File: config.mk
export PLATFORM = sky130hd
export DESIGN_NAME = lcr_host_flat
export DESIGN_NICKNAME = d
export VERILOG_FILES = /design/src/hdl/lcr_pkg.sv /design/src/hdl/lcr_link_if.sv /design/src/hdl/lcr_host.sv /design/src/flat_wrapper.sv
export VERILOG_INCLUDE_DIRS = /design/src /design/src/hdl
export SDC_FILE = /design/constraint.sdc
export NUM_CORES = 1
export LEC_CHECK = 0
export ABC_CLOCK_PERIOD_IN_PS = 2400
export BUFFER_PORTS_ARGS = -buffer_cell sky130_fd_sc_hd__buf_2
export CAP_MARGIN = 20
export CORE_ASPECT_RATIO = 1.4
export CORE_UTILIZATION = 31
export DETAILED_ROUTE_END_ITERATION = 6
export GPL_ROUTABILITY_DRIVEN = 1
export GPL_TIMING_DRIVEN = 1
export MAX_ROUTING_LAYER = met4
export PLACE_DENSITY = 0.63
export SLEW_MARGIN = 20
export SYNTH_ARGS = -nofsm -noshare
export SYNTH_HDL_FRONTEND = slang
export SYNTH_SLANG_ARGS = --single-unit
File: constraint.sdc
create_clock -name clk -period 2.4 [get_ports clk]
set_clock_uncertainty 0.15 [all_clocks]
set_input_delay 0.48 -clock clk [delete_from_list [all_inputs] [get_ports clk]]
set_output_delay 0.48 -clock clk [all_outputs]
set_load 0.02 [all_outputs]
File: src/hdl/lcr_cfg.svh
// Purpose: constants for the lane contention recovery ends
// Assumes: 125 MHz protocol clock
// Notes:   counts are defaults; the host takes live values on ports
`ifndef LCR_CFG_SVH
`define LCR_CFG_SVH
`define LCR_CNT_W          16
`define LCR_THR_W          4
`define LCR_CLK_NS         8
`define LCR_HALF_DIV       8
`define LCR_STOP_SEEN_CYC  16'h0010
`define LCR_PERIPH_RST_CYC 16'h0040
`endif

File: src/hdl/lcr_pkg.sv
// Purpose: shared types for the lane contention recovery ends
// Assumes: lcr_cfg.svh included for widths
// Notes:   none
`include "lcr_cfg.svh"
package lcr_pkg;
    typedef enum logic [1:0] {
        LCR_POL_NEVER  = 2'h0,
        LCR_POL_SINGLE = 2'h1,
        LCR_POL_MULTI  = 2'h2
    } lcr_policy_t;
    typedef logic [`LCR_CNT_W-1:0] lcr_cnt_t;
endpackage : lcr_pkg

File: src/hdl/lcr_link_if.sv
// Purpose: link between host and peripheral lane ends
// Assumes: testbench resolves wired levels from enables
// Notes:   enables are active low; the line pulls up to LP-11 when idle
`timescale 1ns/1ps
interface lcr_link_if;
    logic h_p_out;
    logic h_n_out;
    logic h_oe_n;
    logic p_p_out;
    logic p_n_out;
    logic p_oe_n;
    logic line_p;
    logic line_n;
    logic lane_clk;
    logic rst_entry;
    modport host (output h_p_out, output h_n_out, output h_oe_n, output lane_clk,
                  output rst_entry, input line_p, input line_n);
    modport periph (output p_p_out, output p_n_out, output p_oe_n, input lane_clk,
                    input rst_entry, input line_p, input line_n);
endinterface : lcr_link_if

File: src/hdl/lcr_host.sv
// Purpose: host lane end of contention recovery
// Assumes: fault flags come asynchronously from the I/O cell
// Notes:   reset entry is a level strobe on the link, not escape-coded
// Summary of operation
// - two fault flags: drive high, drive low
// - faults only on bidirectional lanes
// - handle both, host only, peripheral only
// - host fault: drive LP-11, start wait
// - peripheral fault: receive, await stop state
// - after wait, optional reset entry request
// - peripheral resets on reset entry, stays receiving
// - after reset entry: LP-11, reset timeout, resume
// - host-only case: peripheral recovers by possession timeout
// - peripheral-only case: host makes normal stop
// - reset policy: single, several, or never
`timescale 1ns/1ps
`include "lcr_cfg.svh"
module lcr_host (
    // clock and reset
    input  wire logic                clk,
    input  wire logic                rst,
    // i/o cell faults
    input  wire logic                drive_high_contention_fault,
    input  wire logic                drive_low_contention_fault,
    // configuration
    input  wire logic                lane_bidir,
    input  wire lcr_pkg::lcr_policy_t policy,
    input  wire logic [`LCR_THR_W-1:0] fault_threshold,
    input  wire lcr_pkg::lcr_cnt_t   host_wait_cycles,
    input  wire lcr_pkg::lcr_cnt_t   periph_rst_cycles,
    // user traffic
    input  wire logic                tx_req,
    input  wire logic                tx_p,
    input  wire logic                tx_n,
    output logic                     busy,
    output logic                     fault_seen,
    // link
    lcr_link_if.host                 link
);
    typedef enum logic [2:0] {
        LCR_H_NORMAL = 3'h0,
        LCR_H_WAIT   = 3'h1,
        LCR_H_RSTTX  = 3'h2,
        LCR_H_RSTWT  = 3'h3
    } lcr_hstate_t;

    lcr_hstate_t                  state_q;
    lcr_hstate_t                  state_d;
    wire  [1:0]                   fault_raw;
    wire  [1:0]                   fault_sync;
    lcr_pkg::lcr_cnt_t            tmr_q;
    logic [`LCR_THR_W-1:0]        count_q;
    logic [3:0]                   div_q;
    logic                         lclk_q;
    logic                         p_q;
    logic                         n_q;
    logic                         oe_n_q;
    logic                         rst_entry_q;
    logic                         busy_q;
    logic                         fault_q;

    // state test shared by the timer, the counter and the drive logic
    function automatic logic in_normal(input lcr_hstate_t s);
        return (s == LCR_H_NORMAL);
    endfunction : in_normal

    // never, always, or once the count reaches the threshold
    function automatic logic policy_wants_reset(
        input lcr_pkg::lcr_policy_t  pol,
        input logic [`LCR_THR_W-1:0] cnt,
        input logic [`LCR_THR_W-1:0] thr
    );
        logic hit;
        hit = 1'b0;
        unique case (pol)
            lcr_pkg::LCR_POL_NEVER:  hit = 1'b0;
            lcr_pkg::LCR_POL_SINGLE: hit = 1'b1;
            lcr_pkg::LCR_POL_MULTI:  hit = (cnt >= thr);
            default:                 hit = 1'b0;
        endcase
        return hit;
    endfunction : policy_wants_reset

    assign fault_raw = {drive_high_contention_fault, drive_low_contention_fault};
    wire fault_hit  = lane_bidir & (|fault_sync);
    wire tmr_done   = (tmr_q == '0);
    wire [`LCR_THR_W-1:0] count_inc = count_q + 1'b1;
    wire want_reset = policy_wants_reset(policy, count_q, fault_threshold);
    wire enter_wait  = in_normal(state_q) & (state_d == LCR_H_WAIT);
    wire enter_rstwt = (state_q == LCR_H_RSTTX) & (state_d == LCR_H_RSTWT);
    wire count_step  = in_normal(state_q) & fault_hit & (count_inc != '0);
    wire count_clear = (state_q == LCR_H_RSTTX);

    always_comb begin
        state_d = state_q;
        unique case (state_q)
            LCR_H_NORMAL: if (fault_hit) state_d = LCR_H_WAIT;
            LCR_H_WAIT:   if (tmr_done) state_d = want_reset ? LCR_H_RSTTX
                                                              : LCR_H_NORMAL;
            LCR_H_RSTTX:  state_d = LCR_H_RSTWT;
            LCR_H_RSTWT:  if (tmr_done) state_d = LCR_H_NORMAL;
            default:      state_d = LCR_H_NORMAL;
        endcase
    end

    // two flops per flag; only the second one feeds the recovery logic
    for (genvar g = 0; g < 2; g++) begin : g_fault_sync
        logic [1:0] sync_q;
        always_ff @(posedge clk or posedge rst) begin
            if (rst) begin
                sync_q <= 2'h0;
            end else begin
                sync_q <= {sync_q[0], fault_raw[g]};
            end
        end
        assign fault_sync[g] = sync_q[1];
    end

    always_ff @(posedge clk or posedge rst) begin
        if (rst) begin
            state_q <= LCR_H_NORMAL;
        end else begin
            state_q <= state_d;
        end
    end

    // values latched at entry, so a port change mid-wait cannot stretch it
    always_ff @(posedge clk or posedge rst) begin
        if (rst) begin
            tmr_q <= '0;
        end else if (enter_wait) begin
            tmr_q <= host_wait_cycles;
        end else if (enter_rstwt) begin
            tmr_q <= periph_rst_cycles;
        end else if (!tmr_done) begin
            tmr_q <= tmr_q - 1'b1;
        end
    end

    // saturating contention count, cleared once a reset is sent
    always_ff @(posedge clk or posedge rst) begin
        if (rst) begin
            count_q <= '0;
        end else if (count_clear) begin
            count_q <= '0;
        end else if (count_step) begin
            count_q <= count_inc;
        end
    end

    // link clock from divider, runs free so peripheral timers keep time
    always_ff @(posedge clk or posedge rst) begin
        if (rst) begin
            div_q  <= 4'h0;
            lclk_q <= 1'b0;
        end else if (div_q == 4'(`LCR_HALF_DIV - 1)) begin
            div_q  <= 4'h0;
            lclk_q <= ~lclk_q;
        end else begin
            div_q  <= div_q + 4'h1;
        end
    end

    // outside normal state the host drives LP-11; drives only with tx_req
    wire normal   = in_normal(state_d);
    wire drive_tx = normal & tx_req;
    always_ff @(posedge clk or posedge rst) begin
        if (rst) begin
            p_q <= 1'b1;
            n_q <= 1'b1;
        end else begin
            p_q <= drive_tx ? tx_p : 1'b1;
            n_q <= drive_tx ? tx_n : 1'b1;
        end
    end

    // host end never releases, so an idle lane is always transmit-stop
    always_ff @(posedge clk or posedge rst) begin
        if (rst) begin
            oe_n_q <= 1'b0;
        end else begin
            oe_n_q <= 1'b0;
        end
    end

    // one cycle wide because the transmit state lasts exactly one cycle
    always_ff @(posedge clk or posedge rst) begin
        if (rst) begin
            rst_entry_q <= 1'b0;
        end else begin
            rst_entry_q <= (state_d == LCR_H_RSTTX);
        end
    end

    always_ff @(posedge clk or posedge rst) begin
        if (rst) begin
            busy_q  <= 1'b0;
            fault_q <= 1'b0;
        end else begin
            busy_q  <= ~normal;
            fault_q <= fault_hit;
        end
    end

    assign link.h_p_out   = p_q;
    assign link.h_n_out   = n_q;
    assign link.h_oe_n    = oe_n_q;
    assign link.lane_clk  = lclk_q;
    assign link.rst_entry = rst_entry_q;
    assign busy           = busy_q;
    assign fault_seen     = fault_q;
endmodule : lcr_host

File: src/flat_wrapper.sv
// flat-port wrapper written by rule: the top's interface ports become plain ports
module lcr_host_flat 
  (clk, rst, drive_high_contention_fault, drive_low_contention_fault, lane_bidir, policy, fault_threshold, host_wait_cycles, periph_rst_cycles, tx_req, tx_p, tx_n, busy, fault_seen, link_h_p_out, link_h_n_out, link_h_oe_n, link_lane_clk, link_rst_entry, link_line_p, link_line_n);
  lcr_link_if link_i ();
  input  wire logic clk;
  input  wire logic rst;
  input  wire logic drive_high_contention_fault;
  input  wire logic drive_low_contention_fault;
  input  wire logic lane_bidir;
  input  wire lcr_pkg::lcr_policy_t policy;
  input  wire logic [`LCR_THR_W-1:0] fault_threshold;
  input  wire lcr_pkg::lcr_cnt_t host_wait_cycles;
  input  wire lcr_pkg::lcr_cnt_t periph_rst_cycles;
  input  wire logic tx_req;
  input  wire logic tx_p;
  input  wire logic tx_n;
  output logic busy;
  output logic fault_seen;
  output wire logic [$bits(link_i.h_p_out)-1:0] link_h_p_out;
  output wire logic [$bits(link_i.h_n_out)-1:0] link_h_n_out;
  output wire logic [$bits(link_i.h_oe_n)-1:0] link_h_oe_n;
  output wire logic [$bits(link_i.lane_clk)-1:0] link_lane_clk;
  output wire logic [$bits(link_i.rst_entry)-1:0] link_rst_entry;
  input wire logic [$bits(link_i.line_p)-1:0] link_line_p;
  input wire logic [$bits(link_i.line_n)-1:0] link_line_n;
  assign link_h_p_out = link_i.h_p_out;
  assign link_h_n_out = link_i.h_n_out;
  assign link_h_oe_n = link_i.h_oe_n;
  assign link_lane_clk = link_i.lane_clk;
  assign link_rst_entry = link_i.rst_entry;
  assign link_i.line_p = link_line_p;
  assign link_i.line_n = link_line_n;
  lcr_host u_core (.clk(clk), .rst(rst), .drive_high_contention_fault(drive_high_contention_fault), .drive_low_contention_fault(drive_low_contention_fault), .lane_bidir(lane_bidir), .policy(policy), .fault_threshold(fault_threshold), .host_wait_cycles(host_wait_cycles), .periph_rst_cycles(periph_rst_cycles), .tx_req(tx_req), .tx_p(tx_p), .tx_n(tx_n), .busy(busy), .fault_seen(fault_seen), .link(link_i));
endmodule
[Yosys cells after proc, flatten, opt, wreduce, memory -nomap -nowiden]
Index checks and enable logic that the tools add are counted.
Word-level totals
  register bits: 37
  output and inout port bits: 7
  logic and storage cells: 54
Cells by class
  add/subtract/negate cells: 3
  $lt $le $gt $ge: 1
  equality and inequality tests: 10
  mux-type cells: 14
  bitwise logic cells: 8
  reduce and logical (&&, ||, !) cells: 6
Operators by type and width (number)
  2-to-1 mux 16 bit: 3
  zero test 16 bit: 1
  subtractor 16 x 1 -> 16 bit (second input constant): 1
  == test 3 x 2 -> 1 bit (second input constant): 4
  2-to-1 mux 4 bit: 3
  one-hot mux 3 bit (4 select lines): 1
  2-to-1 mux 3 bit: 3
  adder 4 x 1 -> 4 bit (second input constant): 2
  AND 1 bit: 6
  == test 3 x 1 -> 1 bit (second input constant): 2
  zero test 3 bit: 2
  == test 4 x 3 -> 1 bit (second input constant): 1
  greater-or-equal comparator 4 bit: 1
  nonzero test 4 bit: 1
  != test 3 bit (second input constant): 1
  == test 2 x 1 -> 1 bit (second input constant): 1
  == test 2 bit (second input constant): 1
  2-to-1 mux 1 bit: 2
  2-to-1 mux 2 bit: 1
  NOT 1 bit: 2
  one-hot mux 1 bit (2 select lines): 1
  nonzero test 2 bit: 1
  OR reduction 2 bit: 1

[Depth between registers and ports, before layout]
  depth after elaboration: 9
  mapped depth: 7

[Worst setup path before layout]
OpenSTA, ideal clock, no wires.
  path type: flip-flop to flip-flop
  start point: register u_core.tmr_q[2]
  end point: register u_core.tmr_q[11]
  data arrival time: 1504 ps
  required time: 2122 ps
  setup slack: 618 ps
  stages on the path, launching flop included: 7
  path buffers: 1
  clock period less this slack: 1782 ps
  path through: dfrtp_1 > nor4_4 > buf_4 > nand4b_1 > xnor2_1 > a222oi_1 > nor2_1
Between the ends
  word-level cells in the longest chain between the ends: 7
RTL lines
  start, declared: RTL line lcr_host.sv:51  | lcr_pkg::lcr_cnt_t tmr_q;
  start signal, assigned: RTL line lcr_host.sv:132  | tmr_q <= host_wait_cycles;
  start signal, assigned: RTL line lcr_host.sv:134  | tmr_q <= periph_rst_cycles;
  start signal, assigned: RTL line lcr_host.sv:136  | tmr_q <= tmr_q - 1'b1;
  zero test 16 bit: RTL line lcr_host.sv:86  | wire tmr_done = (tmr_q == '0);
  2-to-1 mux 3 bit (on tied branches): RTL line lcr_host.sv:101, lcr_host.sv:98
  one-hot mux 3 bit (4 select lines): RTL line lcr_host.sv:96  | unique case (state_q)
  == test 3 x 2 -> 1 bit: RTL line lcr_host.sv:90  | wire enter_rstwt = (state_q == LCR_H_RSTTX) & (state_d == LCR_H_RSTWT);
  AND 1 bit: RTL line lcr_host.sv:90
  2-to-1 mux 16 bit: RTL line lcr_host.sv:133  | end else if (enter_rstwt) begin
  2-to-1 mux 16 bit: RTL line lcr_host.sv:131  | end else if (enter_wait) begin
Parallel ways exist; a longest one is shown, timed or not. The select of a mux whose other input is x is not followed.
A chain may end at the register's enable or synchronous reset.

[Worst setup path after layout]
  start point: register u_core.tmr_q[2]
  end point: register u_core.tmr_q[1]
Between the ends
  word-level cells in the longest chain between the ends: 7
RTL lines (RTL line)
  zero test 16 bit *: lcr_host.sv:86
  2-to-1 mux 3 bit (on tied branches): lcr_host.sv:101, lcr_host.sv:98
  one-hot mux 3 bit (4 select lines): lcr_host.sv:96
  == test 3 x 2 -> 1 bit: lcr_host.sv:90
  AND 1 bit: lcr_host.sv:90
  2-to-1 mux 16 bit: lcr_host.sv:133
  2-to-1 mux 16 bit: lcr_host.sv:131
Mark *: on every way between the ends. The rest lies on a longest branch, timed or not.

==> results.toml <==
[die]
rows = 34
die_area_um2 = 6990
coreArea_um2 = 6340
die_width_um = 71.0
start_util_pct = 32.6
io_pins = 55
die_height_um = 98.6

[final_layout]
final-seq-area_um2 = 928
drive_above_1_share_pct = 30.7
final_common_cell = "buf_2"
diodes = 0
final_cell_mix = "51 x buf_2, 35 x dfrtp_1, 16 x nor2_1"
fin_cells = 333
fin_area_um2 = 2550
multiInputGateArea_um2 = 1050
nNetsFinal = 317
fillers = 624
area_delta_synth_final_pct = 23.6

[clock_network]
cts_buffers = 5
postCtsHoldBufs = 0
clk_path_buf_depth = 2
clockRootBuffer = "clkbuf_8"
cts.sinks = 37
insertion_delay_ns = 0.29
cts_setup_buffers = 0
cts_tree = "done"
htreeDepth = 2
post_cts_resize_count = 0
clk_pin_slew_ns = 0.08

[power_and_ir_drop]
clockPowerShare_pct = 29.5
p_int_uw = 1500
leakagePower_uw = 0.00117
p_seq_share_pct = 42.4
ir_drop_v = 0.000342
swShare_pct = 32.0
combPwrFrac_pct = 28.1
p_switching_uw = 707
pwr_density_cell_nw_per_um2 = 866

[sta]
hold_viol = 0
setup_viol = 0
hold_ws_ns = 0.143
slew_headroom_pct = 60.0
tightest_slew_ns = 0.596
max_freq_mhz = 471
setup-tns-final_ns = 0
fin_crit_sh_pct = 88.5
final_max_slew_viol_count = 0
rsz0062_at_grt = "no"
layout_min_cycle_time_ns = 2.12

[critical_path]
arrival_ns = 2.19
path_delay_family = "simple AND/OR/NAND/NOR gates"
critPathCaptureType = "flop"
criticalPathCategory = "reg2reg"
reg2reg_slack_ns = 0.28
crit_slowest_cell = "nor4_4"
cp-start-kind = "flop"
crit_start = "u_core.tmr_q[2]$_DFFE_PP0P_"
worst-path-buf-inv = 0
crit-reg2reg-launch = "u_core.tmr_q[2]$_DFFE_PP0P_"
crit_path_max_incr_delay_ns = 0.61
crit_chain = "nor4_4, and4_4, and3_4, mux2i_1"
required_ns = 2.47
crit_fanout = 12

[yosys]
yosysWarnings = 0
yosys.area.top_type = "dfrtp_1"
syn_inst = 202
synthArstFlopShare_pct = 100
syn_avg_cell_area_um2 = 10.2
synth_area_leaders = "dfrtp_1 42%, ha_1 5.5%, xnor2_1 3.8%"
synthDistinctLibCells = 55
synth_seq_area_share_pct = 45.0
synth_edf_count = 0
synth_top_area_share_pct = 42.4
yosys_most_used_dff = "dfrtp_1"
synth_area_um2 = 2060
ys_seq_elements = 37

[placed_design]
hpwlAfterDp_um = 3530
dpl-instance-area_um2 = 2410
place_congestion = 0.811
dpl.cell_count = 325
io_buffer_count = 51

[status]
status = "finished, violations left"
violations = "design-rule violations"

[global_route]
grt_start_max_net_pins = 38
grt_pass1_vias = 1734
grt-ovfl-total = 0
antenna_found_initial = 0
grt_pass1_wl_um = 8020
track_usage_pct = 15.3

[detailed_routing]
drtAntennaViolNets = 0
viasPerCell = 5.32
wl_um = 4810
vias = 1770
dr.pass1.iters = 7
drtIter0Drc = 117
drc_errors = 2
wl_per_cell_um = 14.5

[job]
cap_viol_max_count = 0

[worst_hold_path]
hp-class = "in2async"
[synth_stat cells, drive strengths merged (5+ instances only)]
library cell  number
a21oi              7
xnor2              9
dfrtp             35
o22ai              7
nor2              17
nand2             15
a211oi             8
o21ai              5
nand3              6
nor3               5
inv               11
ha                 9
buf                6
[cell families after synthesis]
group                      synth area share, %
and+or+nand+nor                           20.8
AOI/OAI and AO/OA                         17.5
DFF                                       45.0
buffers and inverters                     4.54
xor gates and xnor gates                  5.52
adders and majority gates                 5.45
muxes                                     1.03
other                                    0.182
[power by group through the flow]
stage | clock network, µW | logic, µW | registers (µW)
after floorplan | 0 | 474 | 918
after global placement | 0 | 603 | 939
after detailed placement | 0 | 623 | 949
after CTS | 673 | 628 | 937
after global routing | 688 | 710 | 958
final | 651 | 622 | 936
[metal layers]
layer,vias up,global-route usage (%),routed length [µm]
li1,856,-,-
met1,834,17.6,1970
met2,64,25.8,2470
met3,16,2.86,210
met4,0,6.92,157
met5,-,-,0
[worst paths after layout]
kind	depth (start not counted)	end
hold reg to reg	0	u_core.g_fault_sync[1].sync_q[1]$_DFF_PP0_
max in group asynchronous	3	u_core.link.h_n_out$_DFF_PP1_
hold / removal	3	u_core.g_fault_sync[0].sync_q[0]$_DFF_PP0_
setup / recovery	4	u_core.tmr_q[1]$_DFFE_PP0P_
min in group clk	1	u_core.g_fault_sync[0].sync_q[0]$_DFF_PP0_
setup reg to reg	4	u_core.tmr_q[1]$_DFFE_PP0P_
[metrics by stage]
step                utilization, %  power (µW)  setup WS (ns)
CTS                           40.2        2240          0.279
global placement              38.1        1540          0.326
floorplan                        -        1390          0.618
detailed placement            38.1        1570          0.263
global route                  40.2        2360          0.101
finish                        40.2        2210          0.275
[state kept, by name (all words and copies together) (netlist names), 3 cells and up]
signal and flops:
u_core.tmr_q 16, u_core.count_q 4, u_core.div_q 4, u_core.g_fault_sync.sync_q 4
u_core.state_q 3
[final cells by class]
| cell class | instances | share of cell area, % |
|---|---|---|
| inverter | 11 | 1.62 |
| clock buffer | 5 | 2.70 |
| clock inverter | 3 | 2.70 |
| multi-input combinational | 147 | 41.0 |
| timing repair buffer | 58 | 12.1 |
| sequential | 37 | 36.4 |
| tap | 72 | 3.53 |
[worst register-to-register path: cells and delay by family, from the launching register on]
kind	cells	cell delay, ns
DFF	1	0.46
muxes	1	0.20
and+or+nand+nor	3	1.26
No activity file was read; power rests on OpenSTA's default activity.
